$ cat config.mk
export PLATFORM = sky130hd
export DESIGN_NAME = fpec_ctrl
export DESIGN_NICKNAME = d
export VERILOG_FILES = /design/src/fpec_pkg.sv /design/src/fpec_ctrl.sv
export SDC_FILE = /design/constraint.sdc
export NUM_CORES = 1
export LEC_CHECK = 0
export ABC_AREA = 1
export BUFFER_PORTS_ARGS = -buffer_cell sky130_fd_sc_hd__buf_2
export CORE_ASPECT_RATIO = 2
export CORE_UTILIZATION = 40
export CTS_CLUSTER_SIZE = 10
export DETAILED_ROUTE_END_ITERATION = 16
export GPL_TIMING_DRIVEN = 0
export MAX_ROUTING_LAYER = met4
export PLACE_DENSITY_LB_ADDON = 0.15
export SETUP_SLACK_MARGIN = 0.4
export SLEW_MARGIN = 20
export SYNTH_ARGS = -nofsm -noshare
export SYNTH_HDL_FRONTEND = slang
export SYNTH_SLANG_ARGS = --single-unit
export TNS_END_PERCENT = 100
$ cat constraint.sdc
create_clock -name clk -period 4.72 [get_ports clk]
set_input_delay 0.944 -clock clk [delete_from_list [all_inputs] [get_ports clk]]
set_output_delay 0.944 -clock clk [all_outputs]
set_load 0.02 [all_outputs]
$ cat src/fpec_pkg.sv
// Purpose: Shared constants and types of the data flash program and erase controller.
// Assumes: One system clock; the CPU peripheral bus carries 24-bit addresses and 16-bit data.
// Notes: Byte-wide registers sit in the low byte of the data word and read zero above it.
package fpec_pkg;

  // Register addresses on the CPU peripheral bus.
  localparam logic [23:0] ADDR_SECTION_WE = 24'hFFF744;
  localparam logic [23:0] ADDR_CONTROL = 24'hFFF74C;
  localparam logic [23:0] ADDR_STATUS = 24'hFFF74E;
  localparam logic [23:0] ADDR_PRESCALER = 24'hFFF750;

  // Values after reset.
  localparam logic [15:0] SECTION_WE_RST = 16'h0000;
  localparam logic [7:0] CONTROL_RST = 8'h00;
  localparam logic [7:0] STATUS_RST = 8'h00;
  localparam logic [4:0] PRESCALER_RST = 5'h04;

  // Control register bit positions.
  localparam int CTL_LOW_POWER_READ = 0;
  localparam int CTL_CPU_WRITE_DISABLE = 1;
  localparam int CTL_VERIFY_DISABLE = 3;
  localparam int CTL_PROGRAM_IRQ_ENABLE = 4;
  localparam int CTL_PROGRAM_ENABLE = 5;
  localparam int CTL_PAGE_ERASE_ENABLE = 6;
  localparam int CTL_MODULE_ERASE_ENABLE = 7;
  localparam logic [7:0] CONTROL_WRITE_MASK = 8'hFB;

  // Status register bit positions.
  localparam int STS_ERASE_ERROR = 0;
  localparam int STS_PROGRAM_ERROR = 1;
  localparam int STS_FLASH_BUSY = 2;
  localparam int STS_BUFFER_FULL = 3;
  localparam int STS_DATA_LOSS_ERROR = 4;

  // Data flash geometry: 16 sections of 512 bytes, pages of 1024 bytes.
  localparam int FLASH_ADDR_W = 13;
  localparam int SECTION_LSB = 9;
  localparam int PAGE_LSB = 10;

  // Pulse length scaling in prescaler output clocks.
  localparam int PULSE_CNT_W = 21;
  localparam logic [PULSE_CNT_W-1:0] PROGRAM_PULSE_SCALE = 21'h000008;
  localparam logic [PULSE_CNT_W-1:0] ERASE_PULSE_SCALE = 21'h001000;

  typedef enum logic [1:0] {
    FPEC_OP_PROGRAM,
    FPEC_OP_PAGE_ERASE,
    FPEC_OP_MODULE_ERASE
  } fpec_op_t;

  typedef struct packed {
    fpec_op_t op;
    logic info_block;
    logic [FLASH_ADDR_W-1:0] addr;
    logic [15:0] data;
  } fpec_cmd_t;

endpackage : fpec_pkg

$ cat src/fpec_ctrl.sv
// Purpose: Control, status and pulse timing of the data flash program and erase interface.
// Assumes: The flash array and its CPU write port run on clk; array fail flags are valid when sampled.
// Notes: One command is buffered while another runs; the array sees one command at a time.
`timescale 1ns/1ns
`default_nettype none

module fpec_ctrl (
  input wire logic clk,
  input wire logic srst,
  // CPU peripheral bus register port.
  input wire logic [23:0] reg_addr,
  input wire logic reg_wr,
  input wire logic reg_rd,
  input wire logic [15:0] reg_wdata,
  output logic [15:0] reg_rdata_q,
  output logic reg_rvalid_q,
  // CPU accesses aimed at the data flash array.
  input wire logic flash_wr,
  input wire logic flash_rd,
  input wire logic flash_info,
  input wire logic [fpec_pkg::FLASH_ADDR_W-1:0] flash_addr,
  input wire logic [15:0] flash_wdata,
  output logic cpu_stall_q,
  // Pulse width settings from the timing reload registers.
  input wire logic [7:0] program_pulse_count,
  input wire logic [7:0] page_erase_pulse_count,
  input wire logic [7:0] module_erase_pulse_count,
  // Flash array side.
  output fpec_pkg::fpec_cmd_t arr_cmd_q,
  output logic arr_pulse_q,
  output logic arr_verify_q,
  output logic arr_low_power_read_q,
  input wire logic arr_erase_fail,
  input wire logic arr_verify_fail,
  // Interrupt request to the shared flash channel.
  output logic irq_q
);

  typedef enum logic [1:0] {
    FPEC_ST_IDLE,
    FPEC_ST_PULSE,
    FPEC_ST_VERIFY,
    FPEC_ST_CHECK
  } fpec_state_t;

  logic [15:0] section_we_q;
  logic [7:0] control_q;
  logic [4:0] divisor_q;
  logic erase_error_q;
  logic program_error_q;
  logic busy_q;
  logic buffer_full_q;
  logic data_loss_q;
  fpec_pkg::fpec_cmd_t buffer_q;
  fpec_state_t state_q;
  logic [4:0] prescale_cnt_q;
  logic [fpec_pkg::PULSE_CNT_W-1:0] tick_cnt_q;
  logic [fpec_pkg::PULSE_CNT_W-1:0] pulse_len_q;

  logic wr_section_we;
  logic wr_control;
  logic wr_status;
  logic wr_prescaler;
  logic tick;
  logic start_op;
  logic pulse_last;
  logic req_valid;
  logic req_accept;
  logic req_overrun;
  fpec_pkg::fpec_op_t req_op;
  logic [7:0] status_view;

  // Pulse length in prescaler output clocks for a given operation.
  function automatic logic [fpec_pkg::PULSE_CNT_W-1:0] pulse_ticks(
    input fpec_pkg::fpec_op_t op,
    input logic [7:0] prog_cnt,
    input logic [7:0] page_cnt,
    input logic [7:0] mod_cnt
  );
    logic [fpec_pkg::PULSE_CNT_W-1:0] base;
    base = '0;
    case (op)
      fpec_pkg::FPEC_OP_PROGRAM: begin
        base = fpec_pkg::PULSE_CNT_W'({13'h0000, prog_cnt} + 21'h000001);
        pulse_ticks = fpec_pkg::PULSE_CNT_W'(base * fpec_pkg::PROGRAM_PULSE_SCALE);
      end
      fpec_pkg::FPEC_OP_PAGE_ERASE: begin
        base = fpec_pkg::PULSE_CNT_W'({13'h0000, page_cnt} + 21'h000001);
        pulse_ticks = fpec_pkg::PULSE_CNT_W'(base * fpec_pkg::ERASE_PULSE_SCALE);
      end
      default: begin
        base = fpec_pkg::PULSE_CNT_W'({13'h0000, mod_cnt} + 21'h000001);
        pulse_ticks = fpec_pkg::PULSE_CNT_W'(base * fpec_pkg::ERASE_PULSE_SCALE);
      end
    endcase
  endfunction : pulse_ticks

  // Register address decode.
  always_comb begin
    wr_section_we = 1'b0;
    wr_control = 1'b0;
    wr_status = 1'b0;
    wr_prescaler = 1'b0;
    if (reg_addr == fpec_pkg::ADDR_SECTION_WE) begin
      wr_section_we = reg_wr;
    end else if (reg_addr == fpec_pkg::ADDR_CONTROL) begin
      wr_control = reg_wr;
    end else if (reg_addr == fpec_pkg::ADDR_STATUS) begin
      wr_status = reg_wr;
    end else if (reg_addr == fpec_pkg::ADDR_PRESCALER) begin
      wr_prescaler = reg_wr;
    end
  end

  // Only one mode is meant to be set; the order below keeps a wrong mix deterministic.
  always_comb begin
    req_op = fpec_pkg::FPEC_OP_PROGRAM;
    req_valid = 1'b0;
    if (flash_wr && !control_q[fpec_pkg::CTL_CPU_WRITE_DISABLE]) begin
      if (control_q[fpec_pkg::CTL_MODULE_ERASE_ENABLE]) begin
        req_op = fpec_pkg::FPEC_OP_MODULE_ERASE;
        req_valid = flash_info || section_we_q[flash_addr[fpec_pkg::FLASH_ADDR_W-1:fpec_pkg::SECTION_LSB]];
      end else if (control_q[fpec_pkg::CTL_PAGE_ERASE_ENABLE]) begin
        req_op = fpec_pkg::FPEC_OP_PAGE_ERASE;
        req_valid = !flash_info && section_we_q[flash_addr[fpec_pkg::FLASH_ADDR_W-1:fpec_pkg::SECTION_LSB]];
      end else if (control_q[fpec_pkg::CTL_PROGRAM_ENABLE]) begin
        req_op = fpec_pkg::FPEC_OP_PROGRAM;
        req_valid = flash_info || section_we_q[flash_addr[fpec_pkg::FLASH_ADDR_W-1:fpec_pkg::SECTION_LSB]];
      end
    end
  end

  assign req_accept = req_valid && !buffer_full_q;
  assign req_overrun = req_valid && buffer_full_q;
  assign start_op = (state_q == FPEC_ST_IDLE) && buffer_full_q;
  assign tick = (prescale_cnt_q == divisor_q);
  assign pulse_last = (state_q == FPEC_ST_PULSE) && tick && (tick_cnt_q == pulse_len_q - 21'h000001);

  // Section write enables.
  always_ff @(posedge clk) begin
    if (srst) begin
      section_we_q <= fpec_pkg::SECTION_WE_RST;
    end else if (wr_section_we) begin
      section_we_q <= reg_wdata;
    end
  end

  // Control register; the reserved bit stays zero.
  always_ff @(posedge clk) begin
    if (srst) begin
      control_q <= fpec_pkg::CONTROL_RST;
    end else if (wr_control) begin
      control_q <= reg_wdata[7:0] & fpec_pkg::CONTROL_WRITE_MASK;
    end
  end

  // Prescaler divisor.
  always_ff @(posedge clk) begin
    if (srst) begin
      divisor_q <= fpec_pkg::PRESCALER_RST;
    end else if (wr_prescaler) begin
      divisor_q <= reg_wdata[4:0];
    end
  end

  // Prescaler restarts with each operation so the first pulse clock is a full one.
  always_ff @(posedge clk) begin
    if (srst || start_op || tick) begin
      prescale_cnt_q <= 5'h00;
    end else begin
      prescale_cnt_q <= prescale_cnt_q + 5'h01;
    end
  end

  // Write buffer of one command.
  always_ff @(posedge clk) begin
    if (srst) begin
      buffer_full_q <= 1'b0;
      buffer_q <= '0;
    end else begin
      if (req_accept) begin
        buffer_full_q <= 1'b1;
        buffer_q.op <= req_op;
        buffer_q.info_block <= flash_info;
        buffer_q.addr <= flash_addr;
        buffer_q.data <= flash_wdata;
      end else if (start_op) begin
        buffer_full_q <= 1'b0;
      end
    end
  end

  // Operation sequencer.
  always_ff @(posedge clk) begin
    if (srst) begin
      state_q <= FPEC_ST_IDLE;
      busy_q <= 1'b0;
      arr_cmd_q <= '0;
      arr_pulse_q <= 1'b0;
      arr_verify_q <= 1'b0;
      tick_cnt_q <= '0;
      pulse_len_q <= '0;
    end else begin
      arr_verify_q <= 1'b0;
      case (state_q)
        FPEC_ST_IDLE: begin
          if (start_op) begin
            busy_q <= 1'b1;
            arr_cmd_q <= buffer_q;
            arr_pulse_q <= 1'b1;
            tick_cnt_q <= '0;
            pulse_len_q <= pulse_ticks(buffer_q.op, program_pulse_count, page_erase_pulse_count,
                                       module_erase_pulse_count);
            state_q <= FPEC_ST_PULSE;
          end
        end
        FPEC_ST_PULSE: begin
          if (pulse_last) begin
            arr_pulse_q <= 1'b0;
            if (arr_cmd_q.op == fpec_pkg::FPEC_OP_PROGRAM && !control_q[fpec_pkg::CTL_VERIFY_DISABLE]) begin
              state_q <= FPEC_ST_VERIFY;
            end else begin
              busy_q <= 1'b0;
              state_q <= FPEC_ST_IDLE;
            end
          end else if (tick) begin
            tick_cnt_q <= tick_cnt_q + 21'h000001;
          end
        end
        FPEC_ST_VERIFY: begin
          arr_verify_q <= 1'b1;
          state_q <= FPEC_ST_CHECK;
        end
        default: begin
          busy_q <= 1'b0;
          state_q <= FPEC_ST_IDLE;
        end
      endcase
    end
  end

  // Error flags; a hardware set in the same cycle as a software clear wins.
  always_ff @(posedge clk) begin
    if (srst) begin
      erase_error_q <= 1'b0;
    end else if (pulse_last && arr_cmd_q.op != fpec_pkg::FPEC_OP_PROGRAM && arr_erase_fail) begin
      erase_error_q <= 1'b1;
    end else if (wr_status && reg_wdata[fpec_pkg::STS_ERASE_ERROR]) begin
      erase_error_q <= 1'b0;
    end
  end

  always_ff @(posedge clk) begin
    if (srst) begin
      program_error_q <= 1'b0;
    end else if (state_q == FPEC_ST_CHECK && arr_verify_fail) begin
      program_error_q <= 1'b1;
    end else if (wr_status && reg_wdata[fpec_pkg::STS_PROGRAM_ERROR]) begin
      program_error_q <= 1'b0;
    end
  end

  always_ff @(posedge clk) begin
    if (srst) begin
      data_loss_q <= 1'b0;
    end else if (req_overrun) begin
      data_loss_q <= 1'b1;
    end else if (wr_status && reg_wdata[fpec_pkg::STS_DATA_LOSS_ERROR]) begin
      data_loss_q <= 1'b0;
    end
  end

  // Interrupt pulse as the buffer empties into the array.
  always_ff @(posedge clk) begin
    if (srst) begin
      irq_q <= 1'b0;
    end else begin
      irq_q <= start_op && control_q[fpec_pkg::CTL_PROGRAM_IRQ_ENABLE];
    end
  end

  // Reads of the array while busy hold the CPU until the operation ends.
  always_ff @(posedge clk) begin
    if (srst) begin
      cpu_stall_q <= 1'b0;
    end else begin
      cpu_stall_q <= flash_rd && (busy_q || start_op);
    end
  end

  // Phase control for low-power reads is done by the array on this level.
  always_ff @(posedge clk) begin
    if (srst) begin
      arr_low_power_read_q <= 1'b0;
    end else begin
      arr_low_power_read_q <= control_q[fpec_pkg::CTL_LOW_POWER_READ];
    end
  end

  always_comb begin
    status_view = fpec_pkg::STATUS_RST;
    status_view[fpec_pkg::STS_ERASE_ERROR] = erase_error_q;
    status_view[fpec_pkg::STS_PROGRAM_ERROR] = program_error_q;
    status_view[fpec_pkg::STS_FLASH_BUSY] = busy_q;
    status_view[fpec_pkg::STS_BUFFER_FULL] = buffer_full_q;
    status_view[fpec_pkg::STS_DATA_LOSS_ERROR] = data_loss_q;
  end

  // Read data is registered; unmapped addresses read zero.
  always_ff @(posedge clk) begin
    if (srst) begin
      reg_rdata_q <= 16'h0000;
      reg_rvalid_q <= 1'b0;
    end else begin
      reg_rvalid_q <= reg_rd;
      if (!reg_rd) begin
        reg_rdata_q <= 16'h0000;
      end else if (reg_addr == fpec_pkg::ADDR_SECTION_WE) begin
        reg_rdata_q <= section_we_q;
      end else if (reg_addr == fpec_pkg::ADDR_CONTROL) begin
        reg_rdata_q <= {8'h00, control_q};
      end else if (reg_addr == fpec_pkg::ADDR_STATUS) begin
        reg_rdata_q <= {8'h00, status_view};
      end else if (reg_addr == fpec_pkg::ADDR_PRESCALER) begin
        reg_rdata_q <= {11'h000, divisor_q};
      end else begin
        reg_rdata_q <= 16'h0000;
      end
    end
  end

endmodule : fpec_ctrl

`default_nettype wire

; Word level (Yosys, flattened, before mapping)
; Cells that the tools add are included.
[op_classes]
shifts = 0
order_cmp = 1
n_mul = 0
bitwise_logic = 2
n_eq_ne = 15
add_sub_neg = 6
n_reduce_logical = 39
div_mod_pow = 0
mux = 47
[op_table]
columns = operator, n
row1 = "24-bit == test, second input constant", 4
row2 = 21-bit one-hot mux with 2 select lines, 2
row3 = 21-bit two-way mux, 3
row4 = 1-bit two-way mux, 29
row5 = "8-bit by 1-bit adder with 9-bit output, second input constant", 3
row6 = "21-bit by 1-bit adder with 21-bit output, second input constant", 1
row7 = 21-bit == test, 1
row8 = "21-bit by 1-bit subtractor with 21-bit output, second input constant", 1
row9 = 1-bit logical AND, 16
row10 = 16-bit two-way mux, 1
row11 = 2-bit nonzero test, 6
row12 = 2-bit two-way mux, 5
row13 = 5-bit two-way mux, 2
row14 = "2-bit inequality test, second input constant", 5
row15 = 8-bit two-way mux, 1
row16 = 4-bit AND reduction, 2
row17 = 2-bit zero test, 3
row18 = 2-bit one-hot mux with 3 select lines, 1
row19 = "5-bit by 1-bit adder with 5-bit output, second input constant", 1
row20 = 5-bit == test, 1
row21 = "4-bit by 5-bit < comparator with 1-bit output, second input constant", 1
row22 = 1-bit binary-select mux with 4-bit select, 1
row23 = "2-bit by 1-bit == test with 1-bit output, second input constant", 2
row24 = "2-bit == test, second input constant", 2
row25 = 8 further kinds, 16
[word_totals]
romBits = 0
latchBits = 0
reg_bits = 168
mem_count = 0
input_bits = 102
word_cells = 137
ramBits = 0

; Logic depth before layout (Yosys ltp)
[logic_depth]
ltp_word = 9
depth_mapped = 16
ltp_nobuf = 16

; Least setup slack after synthesis
; No wires, ideal clock.
[synth_timing]
path_type = input -> register
from = input reg_addr[10]
to = register section_we_q[12]
path_stages = 10
arrival_ns = 2.262
setup_slack_ns = 2.329
path_cell_list = inv_1 > nor3_2 > nand2_1 > nor3_2 > inv_1 > nor2_2 > nand2_1 > clkbuf_1 > o21ai_0 > a21oi_1
[synth_between]
elab_chain_len = 2
[synth_rtl]
columns = item, line
row1 = from (decl), fpec_ctrl.sv:11  ; input wire logic [23:0] reg_addr,
row2 = 24-bit == test, fpec_ctrl.sv:104  ; if (reg_addr == fpec_pkg::ADDR_SECTION_WE) begin
row3 = 1-bit two-way mux, fpec_ctrl.sv:104
row4 = to (signal assigned), fpec_ctrl.sv:142  ; section_we_q <= fpec_pkg::SECTION_WE_RST;
row5 = to (signal assigned), fpec_ctrl.sv:144  ; section_we_q <= reg_wdata;
row6 = to (decl), fpec_ctrl.sv:46  ; logic [15:0] section_we_q;
; No other way between the ends.
; A chain may end at the register's enable or synchronous reset.

; Worst setup path in the final report
[layout_timing]
from = register state_q[1]
to = register tick_cnt_q[16] in the netlist's numbering
[layout_between]
elab_chain_len = 5
word_cells_on_any_way = 11
classes_between = 4 x eq/ne / 1 x mux / 6 x reduce/logical
[layout_rtl]
columns = item, line
row1 = from (decl), fpec_ctrl.sv:55  ; fpec_state_t state_q;
row2 = from (signal assigned), fpec_ctrl.sv:196  ; state_q <= FPEC_ST_IDLE;
row3 = from (signal assigned), fpec_ctrl.sv:214  ; state_q <= FPEC_ST_PULSE;
row4 = from (signal assigned), fpec_ctrl.sv:221  ; state_q <= FPEC_ST_VERIFY;
row5 = 2-bit by 1-bit == test with 1-bit output, "fpec_ctrl.sv:137, fpec_ctrl.sv:205"
row6 = 1-bit logical AND (2 in series), fpec_ctrl.sv:137  ; assign pulse_last = (state_q == FPEC_ST_PULSE) && tick && (tick_cnt_q == pulse_len_q - 21'h000001);
row7 = 2-bit inequality test (no line), -
row8 = 4-bit AND reduction (no line), -
row9 = to (signal assigned), fpec_ctrl.sv:227  ; tick_cnt_q <= tick_cnt_q + 21'h000001;
row10 = to (decl), fpec_ctrl.sv:57  ; logic [fpec_pkg::PULSE_CNT_W-1:0] tick_cnt_q;
; Several ways; a longest one is shown, not always the timed one.

==> results_dict.tcl <==
set metrics [dict create \
    synth-edff-count 0 \
    placement.io_buffers 153 \
    ant_nets 0 \
    sequential_cell_area_fraction_in_the_yosys_report 0.4137 \
    initial_core_util 0.4104 \
    yosys_reg_bits 165 \
    synthToLayoutAreaGrowth_pct 21.06 \
    yosysTopAreaCell "sky130_fd_sc_hd__dfxtp_1" \
    timing.max_slew.rel_slack 0.2524 \
    path_class "flip-flop to flip-flop" \
    areal_power_density_over_the_cells_nw_per_um2 311.5 \
    final_core_utilization 0.4968 \
    place_hpwl_um 20410 \
    post-route-period-util 0.5798 \
    ff_latch_area_um2 3303 \
    worst_setup_path_start_kind "flip-flop" \
    unrepaired_setup_endpoints_after_global_routing "no" \
    floorplan.die.height_um 201.8 \
    reported_leakage_power_nw 4.275 \
    grt_pass1_wl_um 40570 \
    route.detailed.drc 0 \
    timing.final.max_slew_violations 0 \
    final.setup_skew_ns 0.007144 \
    synthMostInstantiatedCell "sky130_fd_sc_hd__nand2_1" \
    setup.worst_path.start "state_q[1]" \
    setup.worst_path.end_class "flip-flop" \
    grt_antenna_before_repair 0 \
    crit_required_ns 5.09 \
    multiInputGateArea_um2 4010 \
    wire_per_inst_um 16.33 \
    io-pin-count 156 \
    post_cts_hold_buffer_count 0 \
    slowest_delay_ns 0.84 \
    clock_latency_ns 0.44 \
    cts-resized-gates 0 \
    grt_pass1_vias 8012 \
    clock_sinks 165 \
    setup-violations-final 0 \
    transition_time_at_the_pin_with_the_least_slew_margin_ns 1.117 \
    critical_path_peak_fanout 10 \
    run_status "finished clean" \
    std_cell_rows 72 \
    cap_violations 0 \
    worst_r2r_startpoint "state_q[1]" \
    synthArstFlopShare 0 \
    tritoncts "done" \
    final_wirelength_um 25900 \
    synthDominantCellAreaShare 0.4137 \
    hp_start "arr_cmd_q[25]" \
    final_critical_period_ns 2.737 \
    route.detailed.vias_per_inst 5.116 \
    synth-main-ff-cell "sky130_fd_sc_hd__dfxtp_1" \
    hold_viol_final 0 \
    fp.dieArea_um2 20570 \
    drt_iter0_markers 388 \
    synth.avg_cell_area_um2 6.992 \
    number_of_warnings_printed_during_yosys_synthesis 0 \
    layout.nets 1421 \
    ys_top_cells_by_area "sky130_fd_sc_hd__dfxtp_1 (41%), sky130_fd_sc_hd__nand2_1 (11%), sky130_fd_sc_hd__nor2_1 (8.0%), sky130_fd_sc_hd__inv_1 (5.6%), sky130_fd_sc_hd__o21ai_0 (4.8%)" \
    chipWidth_um 101.9 \
    fraction_of_final_layout_cells_with_drive_strength_greater_than_1 0.1718 \
    worst_ep_arrival_time_ns 3.11 \
    path_buf_inv 3 \
    n_antenna_cell 0 \
    achievable-frequency_mhz 365.4 \
    fillerInstances 2070 \
    cts-buffers-inserted 17 \
    synth_top_cells_by_count "sky130_fd_sc_hd__nand2_1 (240), sky130_fd_sc_hd__nor2_1 (171), sky130_fd_sc_hd__dfxtp_1 (165)" \
    finalWeightedCongestion 0.9050 \
    worstHoldPathType "flip-flop to flip-flop" \
    cts_post_setup_buffers_inserted 0 \
    coreArea_um2 19460 \
    cts.path.max_buffers 2 \
    synth_area_um2 7985 \
    clock_transition_at_the_register_clock_pins_on_the_worst_setup_and_hold_paths_after_cts_ns 0.07 \
    setup_tns_ns 0 \
    total_overflow_reported_by_the_global_router 0 \
    cts_root_buf "sky130_fd_sc_hd__clkbuf_16" \
    globalRouteTotalUtil 0.2716 \
    critical_path.slowest_cell "sky130_fd_sc_hd__nor2_1" \
    peak_supply_drop_mv 0.2931 \
    firstDrtPassIters 5 \
    ys_types 43 \
    worstPathCellList "buf_2 > nor2_1 > nand2_1 > inv_1 > nor2_1 > clkbuf_1 > nand2_1 > a21oi_1" \
    synthCells 1142 \
    grt_max_degree 17 \
    r2r_slack_ns 1.98 \
    vias 8114 \
    crit_family "simple AND/OR/NAND/NOR gates" \
    mappedNetlistNets 1249 \
    level_count_of_the_clock_h_tree 4 \
]
==> logic make-up after synthesis <==
kind of cell / share of synthesized area
muxes: 0.003917
adders and majority gates: 0.007835
xor gates and xnor gates: 0.03181
AOI/OAI and AO/OA: 0.1346
and+or+nand+nor: 0.3240
buffers and inverters: 0.08414
DFF: 0.4137
==> worst register-to-register path: cells and delay by family, from the launching register on <==
family | cells | cell delay [ns]
DFF | 1 | 0.30
and+or+nand+nor | 4 | 1.25
AOI/OAI and AO/OA | 1 | 0.14
buffers and inverters | 3 | 0.97
==> through the flow <==
stage	power, W	instance area (µm²)	setup slack [ns]	hold slack [ns]	instances
final	0.003011	9667	1.983	0.4382	1586
after global routing	0.003111	9667	1.788	0.4713	1586
after CTS	0.003041	9667	2.001	0.4445	1586
after detailed placement	0.001631	9075	1.583	0.4293	1554
after global placement	0.001630	9075	1.635	0.4240	1554
after floorplan	0.001536	7985	2.329	0.4209	1142
==> final cells by class <==
| type | count | share of cell area |
|---|---|---|
| Sequential cell | 165 | 0.3417 |
| Clock inverter | 13 | 0.01540 |
| Buffer | 44 | 0.02174 |
| Timing Repair Buffer | 153 | 0.07921 |
| Tap cell | 259 | 0.03352 |
| Multi-Input combinational cell | 810 | 0.4148 |
| Clock buffer | 19 | 0.04582 |
| Inverter | 123 | 0.04776 |
==> path summary, 6_finish.rpt <==
path	end	cells after the start
max reg2reg	tick_cnt_q[16]	8
max	tick_cnt_q[16]	8
min	arr_cmd_q[25]	2
min reg2reg	arr_cmd_q[25]	2
==> layout by cell type, fill, tap and decap left out, types with 5 or more instances in the layout <==
master                       count
sky130_fd_sc_hd__nand2_1       240
sky130_fd_sc_hd__nor2_1        171
sky130_fd_sc_hd__buf_2         165
sky130_fd_sc_hd__dfxtp_1       165
sky130_fd_sc_hd__inv_1         119
sky130_fd_sc_hd__o21ai_0        77
sky130_fd_sc_hd__nand3_1        74
sky130_fd_sc_hd__a21oi_1        64
sky130_fd_sc_hd__nand4_1        38
sky130_fd_sc_hd__clkbuf_1       28
sky130_fd_sc_hd__xor2_1         21
sky130_fd_sc_hd__nor3_1         20
sky130_fd_sc_hd__clkbuf_16      17
sky130_fd_sc_hd__a22o_1         16
sky130_fd_sc_hd__o211ai_1       13
sky130_fd_sc_hd__o22ai_1        10
sky130_fd_sc_hd__nor2_2          8
sky130_fd_sc_hd__xnor2_1         8
sky130_fd_sc_hd__nor4_1          7
sky130_fd_sc_hd__ha_1            5
sky130_fd_sc_hd__clkinvlp_4      5
==> per-layer routing <==
metal / vias to the layer above / track usage / share of wire
met1: 3697 / 0.2470 / 0.34
met3: 96 / 0.04945 / 0.040
met5: - / - / 0
met2: 227 / 0.4925 / 0.55
met4: 0 / 0.1898 / 0.067
li1: 4094 / - / -
==> sequential cells by signal, indices dropped and copies added, names as in the netlist <==
register	cells
arr_cmd_q	32
arr_low_power_read_q	1
arr_pulse_q	1
arr_verify_q	1
buffer_full_q	1
buffer_q	32
busy_q	1
control_q	7
cpu_stall_q	1
data_loss_q	1
divisor_q	5
erase_error_q	1
irq_q	1
prescale_cnt_q	5
program_error_q	1
pulse_len_q	18
reg_rdata_q	16
reg_rvalid_q	1
section_we_q	16
state_q	2
tick_cnt_q	21
==> where the power goes <==
| group | leakage (nW) | internal, W | switching (W) |
|---|---|---|---|
| combinational | 2.67 | 0.0000638 | 0.000134 |
| clock | 0.275 | 0.000801 | 0.000610 |
| sequential | 1.33 | 0.00140 | 0.00000568 |
| total | 4.28 | 0.00226 | 0.000749 |
No activity file was read; power rests on OpenSTA's default activity.
